## src/rtl/lds_consts.svh

```systemverilog
`ifndef LDS_CONSTS_SVH
`define LDS_CONSTS_SVH
`define LDS_CHIP_ADDR 7'h4C
`define LDS_REG_TEST 8'h0C
`define LDS_TEST_LAUNCH 8'h01
`define LDS_BIT_LAST 3'h7
`define LDS_TEST_SCL_EDGES 4'hA
`define LDS_PASS_ALL 8'h00
`endif

```

## src/rtl/lds_pkg.sv

```systemverilog
`default_nettype none
package lds_pkg;
    typedef enum logic [6:0] {
        LDS_IDLE = 7'b0000001,
        LDS_ADDR = 7'b0000010,
        LDS_ACK = 7'b0000100,
        LDS_RX = 7'b0001000,
        LDS_TX = 7'b0010000,
        LDS_MACK = 7'b0100000,
        LDS_IGN = 7'b1000000
    } lds_state_t;
endpackage
`default_nettype wire

```

## src/rtl/lds_sync.sv

```systemverilog
`default_nettype none
module lds_sync (
    input wire logic sys_clk,
    input wire logic sys_rst,
    input wire logic async_in,
    output logic sync_out
);
    logic meta_q;
    // First stage feeds only the second
    always_ff @(posedge sys_clk) begin
        if (sys_rst) begin
            meta_q <= 1'b1;
            sync_out <= 1'b1;
        end else begin
            meta_q <= async_in;
            sync_out <= meta_q;
        end
    end
endmodule
`default_nettype wire

```

## src/rtl/lds_slave.sv

```systemverilog
`include "lds_consts.svh"
`default_nettype none
module lds_slave import lds_pkg::*; (
    input wire logic sys_clk,
    input wire logic sys_rst,
    input wire logic scl_in,
    input wire logic sda_in,
    output logic sda_out,
    output logic sda_oe,
    output logic bus_busy,
    output logic [7:0] test_reg,
    output logic test_running,
    output logic [7:0] reg_index,
    input wire logic [7:0] led_fault
);
    logic scl_s, sda_s, scl_p_q, sda_p_q;
    lds_state_t st_q;
    logic [7:0] sh_q;
    logic [2:0] cnt_q;
    logic rw_q, have_idx_q;
    logic [3:0] tcnt_q;
    logic [7:0] fault_acc_q;
    logic scl_rise, scl_fall, start_c, stop_c;
    logic full_q, byte_done;
    logic [7:0] rd_word;
    logic [1:0] pin_raw, pin_s;

    // Only the test register exists here; other indexes read as zero
    function automatic logic [7:0] read_mux(input logic [7:0] idx, input logic [7:0] val);
        read_mux = (idx == `LDS_REG_TEST) ? val : 8'h00;
    endfunction

    // Both pins take the same two-stage path so their edges stay aligned
    assign pin_raw = {sda_in, scl_in};
    for (genvar g = 0; g < 2; g++) begin : g_sync
        lds_sync u_sync (
            .sys_clk(sys_clk),
            .sys_rst(sys_rst),
            .async_in(pin_raw[g]),
            .sync_out(pin_s[g])
        );
    end
    assign scl_s = pin_s[0];
    assign sda_s = pin_s[1];

    always_ff @(posedge sys_clk) begin
        if (sys_rst) begin
            scl_p_q <= 1'b1;
            sda_p_q <= 1'b1;
        end else begin
            scl_p_q <= scl_s;
            sda_p_q <= sda_s;
        end
    end

    assign scl_rise = scl_s & ~scl_p_q;
    assign scl_fall = ~scl_s & scl_p_q;
    assign start_c = scl_s & scl_p_q & sda_p_q & ~sda_s;
    assign stop_c = scl_s & scl_p_q & ~sda_p_q & sda_s;
    assign byte_done = scl_fall & full_q;
    assign rd_word = read_mux(reg_index, test_reg);

    // Counter reads zero both empty and full; this flag marks a full byte
    always_ff @(posedge sys_clk) begin
        if (sys_rst) begin
            full_q <= 1'b0;
        end else if (start_c || stop_c) begin
            full_q <= 1'b0;
        end else if (scl_rise && cnt_q == `LDS_BIT_LAST
                     && (st_q == LDS_ADDR || st_q == LDS_RX)) begin
            full_q <= 1'b1;
        end else if (scl_fall) begin
            full_q <= 1'b0;
        end
    end

    // Bus occupancy
    always_ff @(posedge sys_clk) begin
        if (sys_rst) begin
            bus_busy <= 1'b0;
        end else if (start_c) begin
            bus_busy <= 1'b1;
        end else if (stop_c) begin
            bus_busy <= 1'b0;
        end
    end

    // Protocol engine; start always wins, also mid-transfer
    always_ff @(posedge sys_clk) begin
        if (sys_rst) begin
            st_q <= LDS_IDLE;
            sh_q <= 8'h00;
            cnt_q <= 3'h0;
            rw_q <= 1'b0;
            have_idx_q <= 1'b0;
            reg_index <= 8'h00;
            sda_out <= 1'b0;
            sda_oe <= 1'b0;
        end else if (start_c) begin
            st_q <= LDS_ADDR;
            cnt_q <= 3'h0;
            sda_oe <= 1'b0;
        end else if (stop_c) begin
            st_q <= LDS_IDLE;
            sda_oe <= 1'b0;
        end else begin
            case (st_q)
                LDS_ADDR, LDS_RX: begin
                    if (scl_rise) begin
                        sh_q <= {sh_q[6:0], sda_s};
                        cnt_q <= cnt_q + 3'h1;
                    end else if (byte_done) begin
                        // Eighth clock has fallen; the ninth slot begins
                        if (st_q == LDS_ADDR) begin
                            if (sh_q[7:1] == `LDS_CHIP_ADDR) begin
                                rw_q <= sh_q[0];
                                st_q <= LDS_ACK;
                                sda_out <= 1'b0;
                                sda_oe <= 1'b1;
                            end else begin
                                st_q <= LDS_IGN;
                            end
                        end else begin
                            if (!have_idx_q) begin
                                reg_index <= sh_q;
                                have_idx_q <= 1'b1;
                            end
                            st_q <= LDS_ACK;
                            sda_out <= 1'b0;
                            sda_oe <= 1'b1;
                        end
                    end
                end
                LDS_ACK: begin
                    if (scl_fall) begin
                        cnt_q <= 3'h0;
                        if (rw_q) begin
                            st_q <= LDS_TX;
                            sh_q <= rd_word;
                            sda_out <= rd_word[7];
                            sda_oe <= 1'b1;
                        end else begin
                            st_q <= LDS_RX;
                            sda_oe <= 1'b0;
                        end
                    end
                end
                LDS_TX: begin
                    if (scl_fall) begin
                        cnt_q <= cnt_q + 3'h1;
                        if (cnt_q == `LDS_BIT_LAST) begin
                            st_q <= LDS_MACK;
                            sda_oe <= 1'b0;
                        end else begin
                            sh_q <= {sh_q[6:0], 1'b0};
                            sda_out <= sh_q[6];
                        end
                    end
                end
                LDS_MACK: begin
                    if (scl_rise) begin
                        // Nack ends the read; ack repeats the same register
                        if (sda_s) begin
                            st_q <= LDS_IGN;
                        end else begin
                            st_q <= LDS_ACK;
                        end
                    end
                end
                LDS_IGN, LDS_IDLE: begin
                    sda_oe <= 1'b0;
                end
                default: begin
                    st_q <= LDS_IDLE;
                    sda_oe <= 1'b0;
                end
            endcase
            if (st_q == LDS_IDLE) begin
                have_idx_q <= 1'b0;
            end
        end
    end

    // Register write and self-test; test counts serial clock edges
    always_ff @(posedge sys_clk) begin
        if (sys_rst) begin
            test_reg <= 8'h00;
            test_running <= 1'b0;
            tcnt_q <= 4'h0;
            fault_acc_q <= 8'h00;
        end else if (st_q == LDS_RX && byte_done && have_idx_q
                     && reg_index == `LDS_REG_TEST) begin
            test_reg <= sh_q;
            if (sh_q == `LDS_TEST_LAUNCH) begin
                test_running <= 1'b1;
                tcnt_q <= 4'h0;
                fault_acc_q <= `LDS_PASS_ALL;
            end
        end else if (test_running && scl_rise) begin
            fault_acc_q <= fault_acc_q | led_fault;
            tcnt_q <= tcnt_q + 4'h1;
            if (tcnt_q == `LDS_TEST_SCL_EDGES) begin
                test_running <= 1'b0;
                test_reg <= fault_acc_q | led_fault;
            end
        end
    end
endmodule
`default_nettype wire

```

## config.mk

```make
export PLATFORM = sky130hd
export DESIGN_NAME = lds_slave
export DESIGN_NICKNAME = d
export VERILOG_FILES = /design/src/rtl/lds_pkg.sv /design/src/rtl/lds_sync.sv /design/src/rtl/lds_slave.sv
export VERILOG_INCLUDE_DIRS = /design/src /design/src/rtl
export SDC_FILE = /design/constraint.sdc
export NUM_CORES = 1
export LEC_CHECK = 0
export BUFFER_PORTS_ARGS = -buffer_cell sky130_fd_sc_hd__buf_2
export CAP_MARGIN = 30
export CORE_ASPECT_RATIO = 1.25
export CORE_MARGIN = 5
export CORE_UTILIZATION = 45
export DETAILED_ROUTE_END_ITERATION = 8
export PLACE_DENSITY = 0.76
export SLEW_MARGIN = 20
export SYNTH_ARGS = -nofsm -noshare
export SYNTH_HDL_FRONTEND = slang
export SYNTH_SLANG_ARGS = --single-unit
```

## constraint.sdc

```tcl
create_clock -name sys_clk -period 2.5 [get_ports sys_clk]
set_input_delay 0.5 -clock sys_clk [delete_from_list [all_inputs] [get_ports sys_clk]]
set_output_delay 0.5 -clock sys_clk [all_outputs]
set_load 0.05 [all_outputs]
```

==> results by stage, run 1 <==
Job:
- Across the run, the number of max-cap violations was 0.

GRT:
- The aggregate global-route resource usage is 18.4%.
- The via count of the first global-routing pass came to 2612.
- The maximum number of pins on one net before global-route repair is 35.
- The initial antenna violation count is 0.
- The total overflow left after global routing is 0.
- The wire length of the first global-routing pass is 12500 um.

Clock tree:
- Buffers inserted to repair hold after CTS numbered 0.
- For this design, the sink count on the clock tree is between 50 and 60.
- The clock reaches the later pin of the worst-skew pair after 0.34 ns.
- The clock buffer count from CTS is 9.
- The root cell of the clock tree is clkbuf_8.
- Counting along the longest clock path gives a buffer depth of 2.
- The H-tree generated during clock tree synthesis spans 3 levels.
- The post-CTS setup buffer count is 0.
- Clock-pin slew was measured on the worst setup and hold paths at 0.07 ns.
- In this run, post-CTS repair resized a total of 0 instances.
- The CTS tree is yes.

Drt:
- The DRC violation count after routing is 0.
- In this run, the number of DRC markers left after iteration 0 of detailed routing was 273.
- In the routed layout, each cell is associated on average with a via count of 5.89.
- The detail route stage leaves a number of antenna-violating nets equal to 0.
- The first detailed-routing pass ran for 5 iterations.
- Dividing the detail-routed wire length by the instance count gives 15.7 um.
- Detailed routing inserted a total of 2763 vias.
- The total wirelength of the detailed-routed design is 7360 um.

Logic synthesis:
- The area fraction of the dominant cell type after synthesis is 39.1%.
- In the synthesized netlist the async set-or-reset flop fraction comes to 0%.
- The dominant combinational cell family by area after synthesis is simple AND/OR/NAND/NOR gates.
- The count of synthesis-stage warnings from yosys is 0.
- The synthesized design contains 0 enable-type register cells.
- Summing every instance area after synthesis gives 3020 um^2.
- The xor and xnor fraction of the mapped netlist area is 1.74%.
- The average cell area after synthesis is between 8 and 9 um^2.
- Multiplexer cells account for 6.96% of the synthesized area.
- Synthesis inferred between 50 and 60 register bits.
- Yosys instantiated no cell more often than dfxtp_1.
- The largest area contributor in the synthesized netlist is dfxtp_1.
- After synthesis, the cell types taking the most area are dfxtp_1, a21oi_1, mux2_4, o211ai_1, nor2_1.
- Synthesis produced 345 cells.
- The fraction of the mapped netlist area in simple logic gates is 27.7%.
- Summing the areas of all compound-gate instances in the mapped netlist gives 19.3% of the synthesized area.
- The fraction of the yosys area taken by sequential cells is 39.1%.
- The predominant post-synthesis flop cell is dfxtp_1.
- The synthesized netlist net count is 361.
- The commonest cells after synthesis are dfxtp_1, nor2_1, a21oi_1.
- The area share of fa/ha/maj cells after synthesis is 1.66%.
- The number of different library cells used by synthesis comes to just under 60.

Worst setup path:
- The number of cells on the worst reg-to-reg path is 5.
- For this run, the slowest stage of the critical path takes 0.61 ns.
- The critical path in this run is classified as flop to flop.
- STA classifies the critical path endpoint as a flop.
- Data arrives at the worst endpoint at 2.55 ns.
- The reg-to-reg critical path endpoint is sh_q[4].
- The slack of the worst reg-to-reg path is 0.18 ns.
- The launch instance of the worst register-to-register path is st_q[1].
- Of all nets on the critical path, the largest fanout is 9.
- The critical path goes through or4_4 -> nor3_4 -> o21ai_2 -> a211o_1 -> mux2_4.
- At the worst endpoint, the required time is 2.73 ns.
- The type of element launching the critical path is a flop.
- The slowest library cell on the worst path is or4_4.

Placement:
- The final weighted congestion of routability-driven global placement is 0.905.
- Once detailed placement completed, the half-perimeter wirelength came to 5360 um.
- The worst slack after detailed placement is 0.204 ns.
- Buffers placed on the I/O ports in this run total 31.
- In this run, placement finished with an instance count of 454.

Die:
- For this configuration, the core starts out at a cell density of 46.0%.
- The total die area is between 8000 and 9000 um^2.
- From left edge to right edge, the die measures 83.3 um.
- The core region area is 6570 um^2.
- The number of placed I/O pins is 32.
- The number of standard-cell rows in the floorplan is 33.
- The die is about 100 um tall.

Timing:
- The clock period could shrink to 2.32 ns.
- The setup TNS is 0 ns.
- The relative slew slack is 56.3%.
- The slew of the pin with the lowest slew margin is 0.649 ns.
- Between clock sinks in the finished design, the worst skew comes to 0.00893 ns.
- Setup repair after global routing left no endpoint under its margin.
- The final worst-path cycle share is about 93%.
- The maximum frequency from static timing analysis is around 430 MHz.
- The total count of max-transition violations in the final report is 0.
- In the post-route analysis, the smallest setup slack over all paths is 0.179 ns.
- Final hold analysis gives a worst-case slack of roughly 0.34 ns.
- The number of hold-slack violations in the final timing report is 0.
- The final number of setup-violating endpoints is 0.

Finish:
- The antenna diode count is 0.
- The area growth from synthesis to layout is 15.8%.
- For this run, the number of standard cells in the final layout without fillers is between 400 and 500.
- After the last flow step, the layout net total stands at 394.
- In the final layout, the share of cells above drive strength 1 is 22.5%.

Outcome:
- The run finished with clean final reports.

Worst hold path:
- The hold path startpoint is sda_in.
- The instance count along the most critical hold path is 2.
- The tightest min-delay check is of the input pin to flop type.
- The end of the worst hold path is g_sync[1].u_sync.meta_q.

Power and ir drop:
- For this design the ratio of total power to cell area is 610 nW/um^2.
- The peak supply drop is 0.000484 V.
- The analysis attributes to cell leakage a power of 1.33 nW.
power by group:
group	switching [W]	internal, W	leakage, nW
Combinational	0.0000883	0.0000557	0.734
Sequential	0.0000191	0.000950	0.477
Clock	0.000372	0.000651	0.119
cell families (layout without fill, tap and decap cells):
logic type | Yosys count | after routing
DFF | 59 | 59
buffers and inverters | 24 | 61
adders and majority gates | 4 | 4
AOI/OAI and AO/OA | 88 | 88
muxes | 17 | 17
xor gates and xnor gates | 6 | 6
and+or+nand+nor | 147 | 147
how the worst max path moves through the flow:
stage                       startpoint          end  slack, ns  cells past startpoint
final                          st_q[1]      sh_q[4]       0.18                      5
after global routing           st_q[1]      sh_q[3]       0.09                      5
after CTS                      st_q[1]      sh_q[4]       0.19                      5
after detailed placement       st_q[1]      sh_q[7]       0.20                      5
after global placement         st_q[1]      sh_q[2]       0.26                      5
after floorplan           reg_index[2]  test_reg[1]       0.36                      6
stage by stage:
stage          area (um^2)  util, %  power [W]
6_report              3500     53.3    0.00214
5_1_grt               3500     53.3    0.00221
4_1_cts               3500     53.3    0.00215
3_5_place_dp          3270     49.8    0.00113
3_3_place_gp          3270     49.8    0.00113
2_1_floorplan         3020        -    0.00109
worst max-delay path: cells and delay by family, from the launching register on:
| kind | cells | cell delay, ns |
|---|---|---|
| AND/OR/NAND/NOR | 2 | 0.82 |
| AO/OA/AOI/OAI | 2 | 0.64 |
| flip-flops | 1 | 0.39 |
| multiplexers | 1 | 0.36 |
final cells by class:
cell class | instances | area, um^2
Clock buffer | 9 | 124
Tap cell | 87 | 109
Multi-Input combinational cell | 262 | 1730
Clock inverter | 6 | 105
Inverter | 5 | 18.8
Timing Repair Buffer | 41 | 230
Sequential cell | 59 | 1180
Fill cell | 558 | 3070
placed cells by master (no fill, tap or decap), drive strengths merged, types with 8 or more instances in the layout:
| cell | instances |
|---|---|
| a21oi | 24 |
| a22oi | 13 |
| buf | 41 |
| clkbuf | 9 |
| dfxtp | 59 |
| mux2 | 8 |
| mux2i | 9 |
| nand2 | 23 |
| nand3 | 17 |
| nor2 | 31 |
| nor2b | 11 |
| nor3 | 12 |
| o211ai | 16 |
| o21ai | 12 |
| or2 | 11 |
| or3 | 9 |
routing by layer:
metal	vias to the layer above	wire [um]	track usage (%)
li1	1335	-	-
met1	1304	3030	21.4
met2	103	3630	30.6
met3	21	475	4.56
met4	0	226	11.6
met5	-	0	0
Note: power is estimated with default switching activity, not from simulation.
==> run 2, diff against run 1 <==
==> constraint.sdc (replaced) <==
create_clock -name sys_clk -period 2.5 [get_ports sys_clk]
set_input_delay 0.125 -clock sys_clk [delete_from_list [all_inputs] [get_ports sys_clk]]
set_output_delay 0.125 -clock sys_clk [all_outputs]
set_load 0.05 [all_outputs]
==> run 2 against run 1 <==
Sequential share of layout area up 0.15 points. Critical path type unchanged. Final cell count up 0.64%. Clock skew up 0.0011 ns. Setup slack worse by 0.016 ns. Design area down 0.43%. Sequential power about the same. Combinational power about the same. Highest routed layer unchanged. First-iteration DRC count down 18%.
==> results by stage, run 2 (synthesis results as in run 1) <==
Outcome:
- The flow ran to the end, and the final reports show no timing, DRC or antenna violations.

Finish:
- Leaving out fill and tap cells, the most frequent cells in the layout are dfxtp_1, buf_2, nor2_1, a21oi_1, nand2_1.
- The layout net count is 396 (+0.51%).
- The post-route non-filler standard cell count came to 472 (+0.64%).
- The final instance area was 3480 um^2 (-0.43%).
- The combined area of the multi-input logic cells is 1730 um^2 (unchanged).
- The growth of design area from synthesis to finish is 15.3%.
- The antenna diode count is 0 (unchanged).
- The storage element area is 1180 um^2 (unchanged).
- The fraction of final layout cells with drive strength greater than 1 was 22.3% (-0.18 points).
- The commonest non-fill, non-tap cell in the layout is dfxtp_1.
- The number of fillers in the final layout is 590 (+5.7%).

Worst hold path:
- The worst hold path class is input pin to flop.

Clock tree:
- The clock latency at the later pin of the worst-skew pair is 0.34 ns (about the same).
- The post-CTS resize count is 0 (unchanged).
- The clock sink count is 59 (unchanged).
- The clock buffer count from CTS is 9 (unchanged).
- The maximum root-to-sink buffer count is 2 (unchanged).
- CTS placed an instance of clkbuf_8 at the clock tree root.
- The CTS tree is yes.
- The clock-pin transition on the worst setup and hold timing paths came to 0.07 ns (about the same).
- The H-tree depth was 3 (unchanged).

Power and ir drop:
- The part of the power in registers came to 48.8% (+3.4 points).
- The peak supply drop is 0.000354 V (-27%).
- The net switching share of the total power is 24.9% (+2.5 points).
- The clock network power share is 43.8% (-4.1 points).
- The power density over the cells is 570 nW/um^2 (-6.7%).
- The total leakage power was 1.32 nW (-0.86%).
- The design internal power is 0.00149 W (-10%).
- The net switching power figure was 0.000495 W (+3.3%).
- The relative contribution of combinational cells to total power came to 7.4% (+0.7 points).

GRT:
- The initial antenna violation count was 0 (unchanged).
- The via count of the first global-routing pass is 2653 (+1.6%).
- The aggregate global-route resource usage is 18.4% (-0.069 points).
- The wire length of the first global-routing pass came to 12600 um (+0.55%).
- The maximum number of pins on one net before global-route repair is 31 (-11%).
- The residual overflow from global routing is 0 (unchanged).

Die:
- The number of placed I/O pins is 32 (unchanged).
- The initial cell density of the core is 46.0% (unchanged).
- The total die area came to 8460 um^2 (unchanged).
- The core region area is 6570 um^2 (unchanged).
- The number of standard-cell rows in the floorplan is 33 (unchanged).
- The height of the die is 102 um (unchanged).
- The die boundary width came to 83.3 um (unchanged).

Job:
- The max-capacitance violation count is 0 (unchanged).

Timing:
- The number of hold-slack violations in the final timing report came to 0 (unchanged).
- Setup repair after global routing left no endpoint under its margin.
- The final period demand of the worst path came to 2.34 ns (+0.0160 ns).
- The relative slew slack is 55.4% (-0.86 points).
- The setup clock skew after layout is 0.0101 ns (+0.00113 ns).
- The final number of setup-violating endpoints came to 0 (unchanged).
- The maximum frequency from static timing analysis is 428 MHz (-0.68%).
- The setup TNS was 0 ns (unchanged).
- The final worst-path cycle share is 93.5% (+0.64 points).
- The slew of the pin with the lowest slew margin was 0.662 ns (+0.0128 ns).
- The total count of max-transition violations in the final report is 0 (unchanged).

Drt:
- The detailed-routing iteration count for the pre-antenna-repair pass is 4 (-1).
- The total wirelength of the detailed-routed design came to 7370 um (+0.19%).
- The highest routing layer actually used is met4.
- The length of routed met3 wiring is 352 um (-26%).
- The antenna violation net count after detailed routing is 0 (unchanged).
- The DRC violation count after routing is 0 (unchanged).
- The number of vias after detailed routing came to 2743 (-0.72%).
- The routed wire length on met2 came to 3590 um (-1.1%).
- The first-iteration detailed-routing DRC count is 223 (-18%).
- The average detailed-routed wire length per instance is 15.6 um (-0.45%).
- The post-detailed-route via-to-cell ratio is 5.81 (-1.4%).
- The sum of routed wire segments on met1 was 3200 um (+5.6%).

Worst setup path:
- The critical-path maximum fanout was 9 (unchanged).
- The data required time at the worst endpoint is 2.73 ns (about the same).
- The type of element capturing the critical path is a flop.
- The arrival time reported for the critical path endpoint is 2.57 ns (+0.02 ns).
- The class of the most critical setup path is flop to flop.
- STA classifies the critical path startpoint as a flop.

Placement:
- The final weighted congestion of routability-driven global placement is 0.915 (+1.2%).
- The standard cell area after detailed placement came to 3270 um^2 (unchanged).
- The total half-perimeter wirelength after legalization and detailed placement is 5370 um (+0.35%).
- The number of port buffers came to 31 (unchanged).
- The cell count after placement came to 454 (unchanged).
run 2: cell types whose count changed in the layout (fill, tap and decap cells not counted):
cell / before / now
clkinvlp_4: 0 / 1
bufinv_16: 3 / 1
dlygate4sd3_1: 0 / 2
clkbuf_8: 9 / 10
clkbuf_1: 0 / 1
run 2: timing repair:
item                                    CTS  global route
hold buffers                              2             0
buffers inserted                          0             0
hold endpoints to repair                  2             0
endpoints found under the setup margin    0             0
run 2: per-layer routing:
layer  vias up  global-route usage (%)
li1       1342                       -
met1      1299                    21.8
met2        81                    31.2
met3        21                    2.93
met4         0                    11.6
met5         -                       0
run 2: final cells by class:
class                      count  area share (%)
clock buffer                  11            4.06
timing repair buffer          43            7.18
tap                           87            3.12
sequential                    59            33.9
inverter                       5           0.539
clock inverter                 5            1.51
multi-input combinational    262            49.7
run 2: path summary, 6_finish.rpt:
| path | from | endpoint | slack, ns | cells after the start |
|---|---|---|---|---|
| max | st_q[1] | sh_q[2] | 0.16 | 5 |
| max reg2reg | st_q[1] | sh_q[2] | 0.16 | 5 |
| min reg2reg | g_sync[0].u_sync.meta_q | g_sync[0].u_sync.sync_out | 0.41 | 1 |
| min | led_fault[5] | fault_acc_q[5] | 0.05 | 3 |
run 2: per-stage QoR:
stage          total power (W)  util, %  setup WS, ns  hold WS, ns
2_1_floorplan          0.00109        -         0.356        0.229
3_3_place_gp           0.00113     49.8         0.259        0.306
3_5_place_dp           0.00113     49.8         0.187        0.310
4_1_cts                0.00200     53.1         0.166       0.0424
5_1_grt                0.00206     53.1        0.0874       0.0704
6_report               0.00199     53.1         0.163       0.0491
run 2: critical path: stages, from the launching register on:
cell,delay (ns)
dfxtp_1,0.38
or4_4,0.61
nor3_4,0.22
o21ai_2,0.14
a211o_1,0.51
mux2_4,0.36
run 2: power groups by stage:
stage | clock network (W) | registers (W) | logic (W)
after global routing | 0.000930 | 0.000971 | 0.000161
after detailed placement | 0 | 0.000990 | 0.000142
after CTS | 0.000886 | 0.000968 | 0.000144
after floorplan | 0 | 0.000983 | 0.000110
final | 0.000870 | 0.000969 | 0.000146
after global placement | 0 | 0.000989 | 0.000141
==> run 3, diff against run 2 <==
--- a/config.mk
+++ b/config.mk
@@ -9,7 +9,7 @@
 export BUFFER_PORTS_ARGS = -buffer_cell sky130_fd_sc_hd__buf_2
 export CAP_MARGIN = 30
 export CORE_ASPECT_RATIO = 1.25
-export CORE_MARGIN = 5
+export CORE_MARGIN = 2
 export CORE_UTILIZATION = 45
 export DETAILED_ROUTE_END_ITERATION = 8
 export PLACE_DENSITY = 0.76
==> run 3 against run 2 <==
Fmax is 2.9% higher. Critical path type unchanged. Sequential share of layout area is 0.15 points lower. Via count is 1.5% higher. Count of clock-buffer cells in the layout stayed put.
==> results by stage, run 3 (synthesis results as in run 1) <==
Placement:
- The number of port buffers came to 31 (unchanged).
- The final weighted congestion of routability-driven global placement is 0.857 (-6.4%).
- The total half-perimeter wirelength after legalization and detailed placement is 5440 um (+1.2%).

Die:
- The height of the die was 95.6 um (-5.9%).
- The die boundary width is 77.3 um (-7.2%).
- The initial cell density of the core is 46.3% (+0.29 points).
- The total die area came to 7390 um^2 (-13%).
- The core region area is 6520 um^2 (-0.63%).
- The number of placed I/O pins was 32 (unchanged).
- The number of standard-cell rows in the floorplan is 33 (unchanged).

Drt:
- The DRC violation count after routing is 0 (unchanged).
- The number of vias after detailed routing was 2783 (+1.5%).
- The first-iteration detailed-routing DRC count came to 145 (-35%).
- The detailed-routing iteration count for the pre-antenna-repair pass is 7 (+3).
- The total wirelength of the detailed-routed design was 7530 um (+2.1%).
- The antenna violation net count after detailed routing came to 0 (unchanged).
- The average detailed-routed wire length per instance is 15.9 um (+1.7%).
- The post-detailed-route via-to-cell ratio is 5.87 (+1.0%).

Worst setup path:
- The class of the most critical setup path is flop to flop.
- The slack of the worst reg-to-reg path is 0.23 ns (+0.07 ns).
- The capture point of the critical path is sh_q[5].
- In this run the critical register-to-register path is launched from st_q[4].
- The critical path starts at st_q[4].
- The type of element launching the critical path is a flop.
- The dominant delay contributor by cell family on the critical path is simple AND/OR/NAND/NOR gates.
- The worst path buffer plus inverter count was 1 (+1).
- The number of cells on the worst reg-to-reg path is 6 (+1).
- The data required time at the worst endpoint is 2.72 ns (about the same).
- The critical path goes through or3_1 -> nor3_2 -> nand2_2 -> a211o_1 -> buf_4 -> mux2_4.
- The worst register-to-register path ends at sh_q[5].
- The critical-path maximum fanout is 11 (+2).
- The highest cell delay on the worst timing path is 0.55 ns (-0.06 ns).
- The number of logic stages on the critical path including buffering is 6 (+1).
- The slowest stage of the critical path is the or3_1 cell.
- STA classifies the critical path endpoint as a flop.
- The arrival time reported for the critical path endpoint is 2.49 ns (-0.08 ns).

Power and ir drop:
- The part of the power in registers was 48.7% (about the same).
- The clock network power share is 43.3% (-0.5 points).
- The total leakage power came to 1.33 nW (+0.65%).
- The net switching power figure is 0.000481 W (-2.8%).
- The power density over the cells is 565 nW/um^2 (-0.88%).
- The relative contribution of combinational cells to total power is 8.0% (+0.6 points).
- The design internal power came to 0.00150 W (+0.35%).
- The peak supply drop was 0.000357 V (+0.81%).
- The net switching share of the total power is 24.3% (-0.60 points).
- The total chip power is 0.00198 W (-0.45%).

Finish:
- The fraction of the core area covered by cells at the end of the flow is 53.6% (+0.57 points).
- The top cell types in the final layout, fill and taps aside, are dfxtp_1, buf_2, nor2_1, a21oi_1, nand2_1.
- The fraction of final layout cells with drive strength greater than 1 is 22.7% (+0.40 points).
- Compared with the post-synthesis result, the final layout area differs by 15.8%.
- Leaving out fill and tap cells, the most frequent cell in the layout is dfxtp_1.
- The layout net count is 398 (+0.51%).
- The antenna diode count is 0 (unchanged).

Job:
- The max-capacitance violation count is 0 (unchanged).

Clock tree:
- The clock buffer count from CTS is 9 (unchanged).
- The clock sink count was 59 (unchanged).
- The clock latency at the later pin of the worst-skew pair is 0.34 ns (about the same).
- TritonCTS built the clock tree.
- The H-tree depth is 3 (unchanged).
- The maximum root-to-sink buffer count is 2 (unchanged).
- The root cell of the clock tree is clkbuf_8.
- The clock-pin transition on the worst setup and hold timing paths is 0.06 ns (about the same).
- The post-CTS setup buffer count is 0 (unchanged).

GRT:
- The initial antenna violation count is 0 (unchanged).
- The wire length of the first global-routing pass is 12700 um (+0.76%).
- The maximum number of pins on one net before global-route repair is 32 (+3.2%).
- The via count of the first global-routing pass is 2772 (+4.5%).
- The aggregate global-route resource usage was 21.7% (+3.3 points).
- The residual overflow from global routing is 0 (unchanged).

Timing:
- The number of hold-slack violations in the final timing report was 0 (unchanged).
- The total count of max-transition violations in the final report is 0 (unchanged).
- The setup clock skew after layout came to 0.00987 ns (-0.000183 ns).
- The slew of the pin with the lowest slew margin is 0.652 ns (-0.0104 ns).
- The setup TNS is 0 ns (unchanged).
- The final period demand of the worst path is 2.27 ns (-0.0668 ns).
- The relative slew slack is 56.1% (+0.70 points).
- The maximum frequency from static timing analysis is 441 MHz (+2.9%).
- The final worst-path cycle share came to 90.8% (-2.7 points).
- Setup repair after global routing left no endpoint under its margin.
- The final number of setup-violating endpoints is 0 (unchanged).
- The minimum hold slack is 0.0516 ns (+0.00247 ns).

Outcome:
- The flow ran to the end, and the final reports show no timing, DRC or antenna violations.

Worst hold path:
- The path class of the tightest hold or removal check is input pin to flop.
## run 3: cell types whose count changed in the layout (fill, tap and decap cells not counted), sizes merged
cell  delta
buf      +2
## run 3: layout make-up
class                      count  area, um^2
clock inverter                 5        52.6
tap                           87         109
timing repair buffer          45         265
sequential                    59        1180
clock buffer                  11         141
multi-input combinational    262        1730
fill                         629        3020
inverter                       5        18.8
## run 3: worst min path at each step
stage / from / to / slack [ns] / depth (start not counted)
floorplan: scl_in / g_sync[0].u_sync.meta_q / 0.23 / 1
global placement: scl_in / g_sync[0].u_sync.meta_q / 0.31 / 2
detailed placement: sda_in / g_sync[1].u_sync.meta_q / 0.31 / 2
CTS: led_fault[2] / fault_acc_q[2] / 0.04 / 3
global route: led_fault[3] / fault_acc_q[3] / 0.05 / 3
finish: led_fault[2] / fault_acc_q[2] / 0.05 / 3
## run 3: layer usage
layer	global-route usage, %	vias to the layer above	part of all wire (%)
li1	-	1343	-
met1	23.9	1327	43
met2	37.5	89	49
met3	5.59	24	4.6
met4	13.4	0	3.3
met5	0	-	0
## run 3: what timing repair did
action                     CTS  global route
hold buffers                 2             0
gates resized for setup      0             0
setup endpoints to repair    0             0
hold endpoints to repair     2             0
## run 3: stage by stage
step	instance area (um^2)	std cells	setup WS, ns
5_1_grt	3500	474	0.110
6_report	3500	474	0.230
3_3_place_gp	3290	456	0.262
4_1_cts	3500	474	0.232
2_1_floorplan	3020	345	0.356
3_5_place_dp	3290	456	0.257
## run 3: worst min-delay path, cell delays in order
cell and delay [ns]:
buf_2 0.08, a22oi_1 0.07, nor2_1 0.08
## run 3: power groups by stage
stage	clock network (W)	registers (W)	logic, W
3_5_place_dp	0	0.000984	0.000154
3_3_place_gp	0	0.000984	0.000153
6_report	0.000856	0.000963	0.000157
5_1_grt	0.000913	0.000964	0.000176
2_1_floorplan	0	0.000983	0.000110
4_1_cts	0.000869	0.000963	0.000157
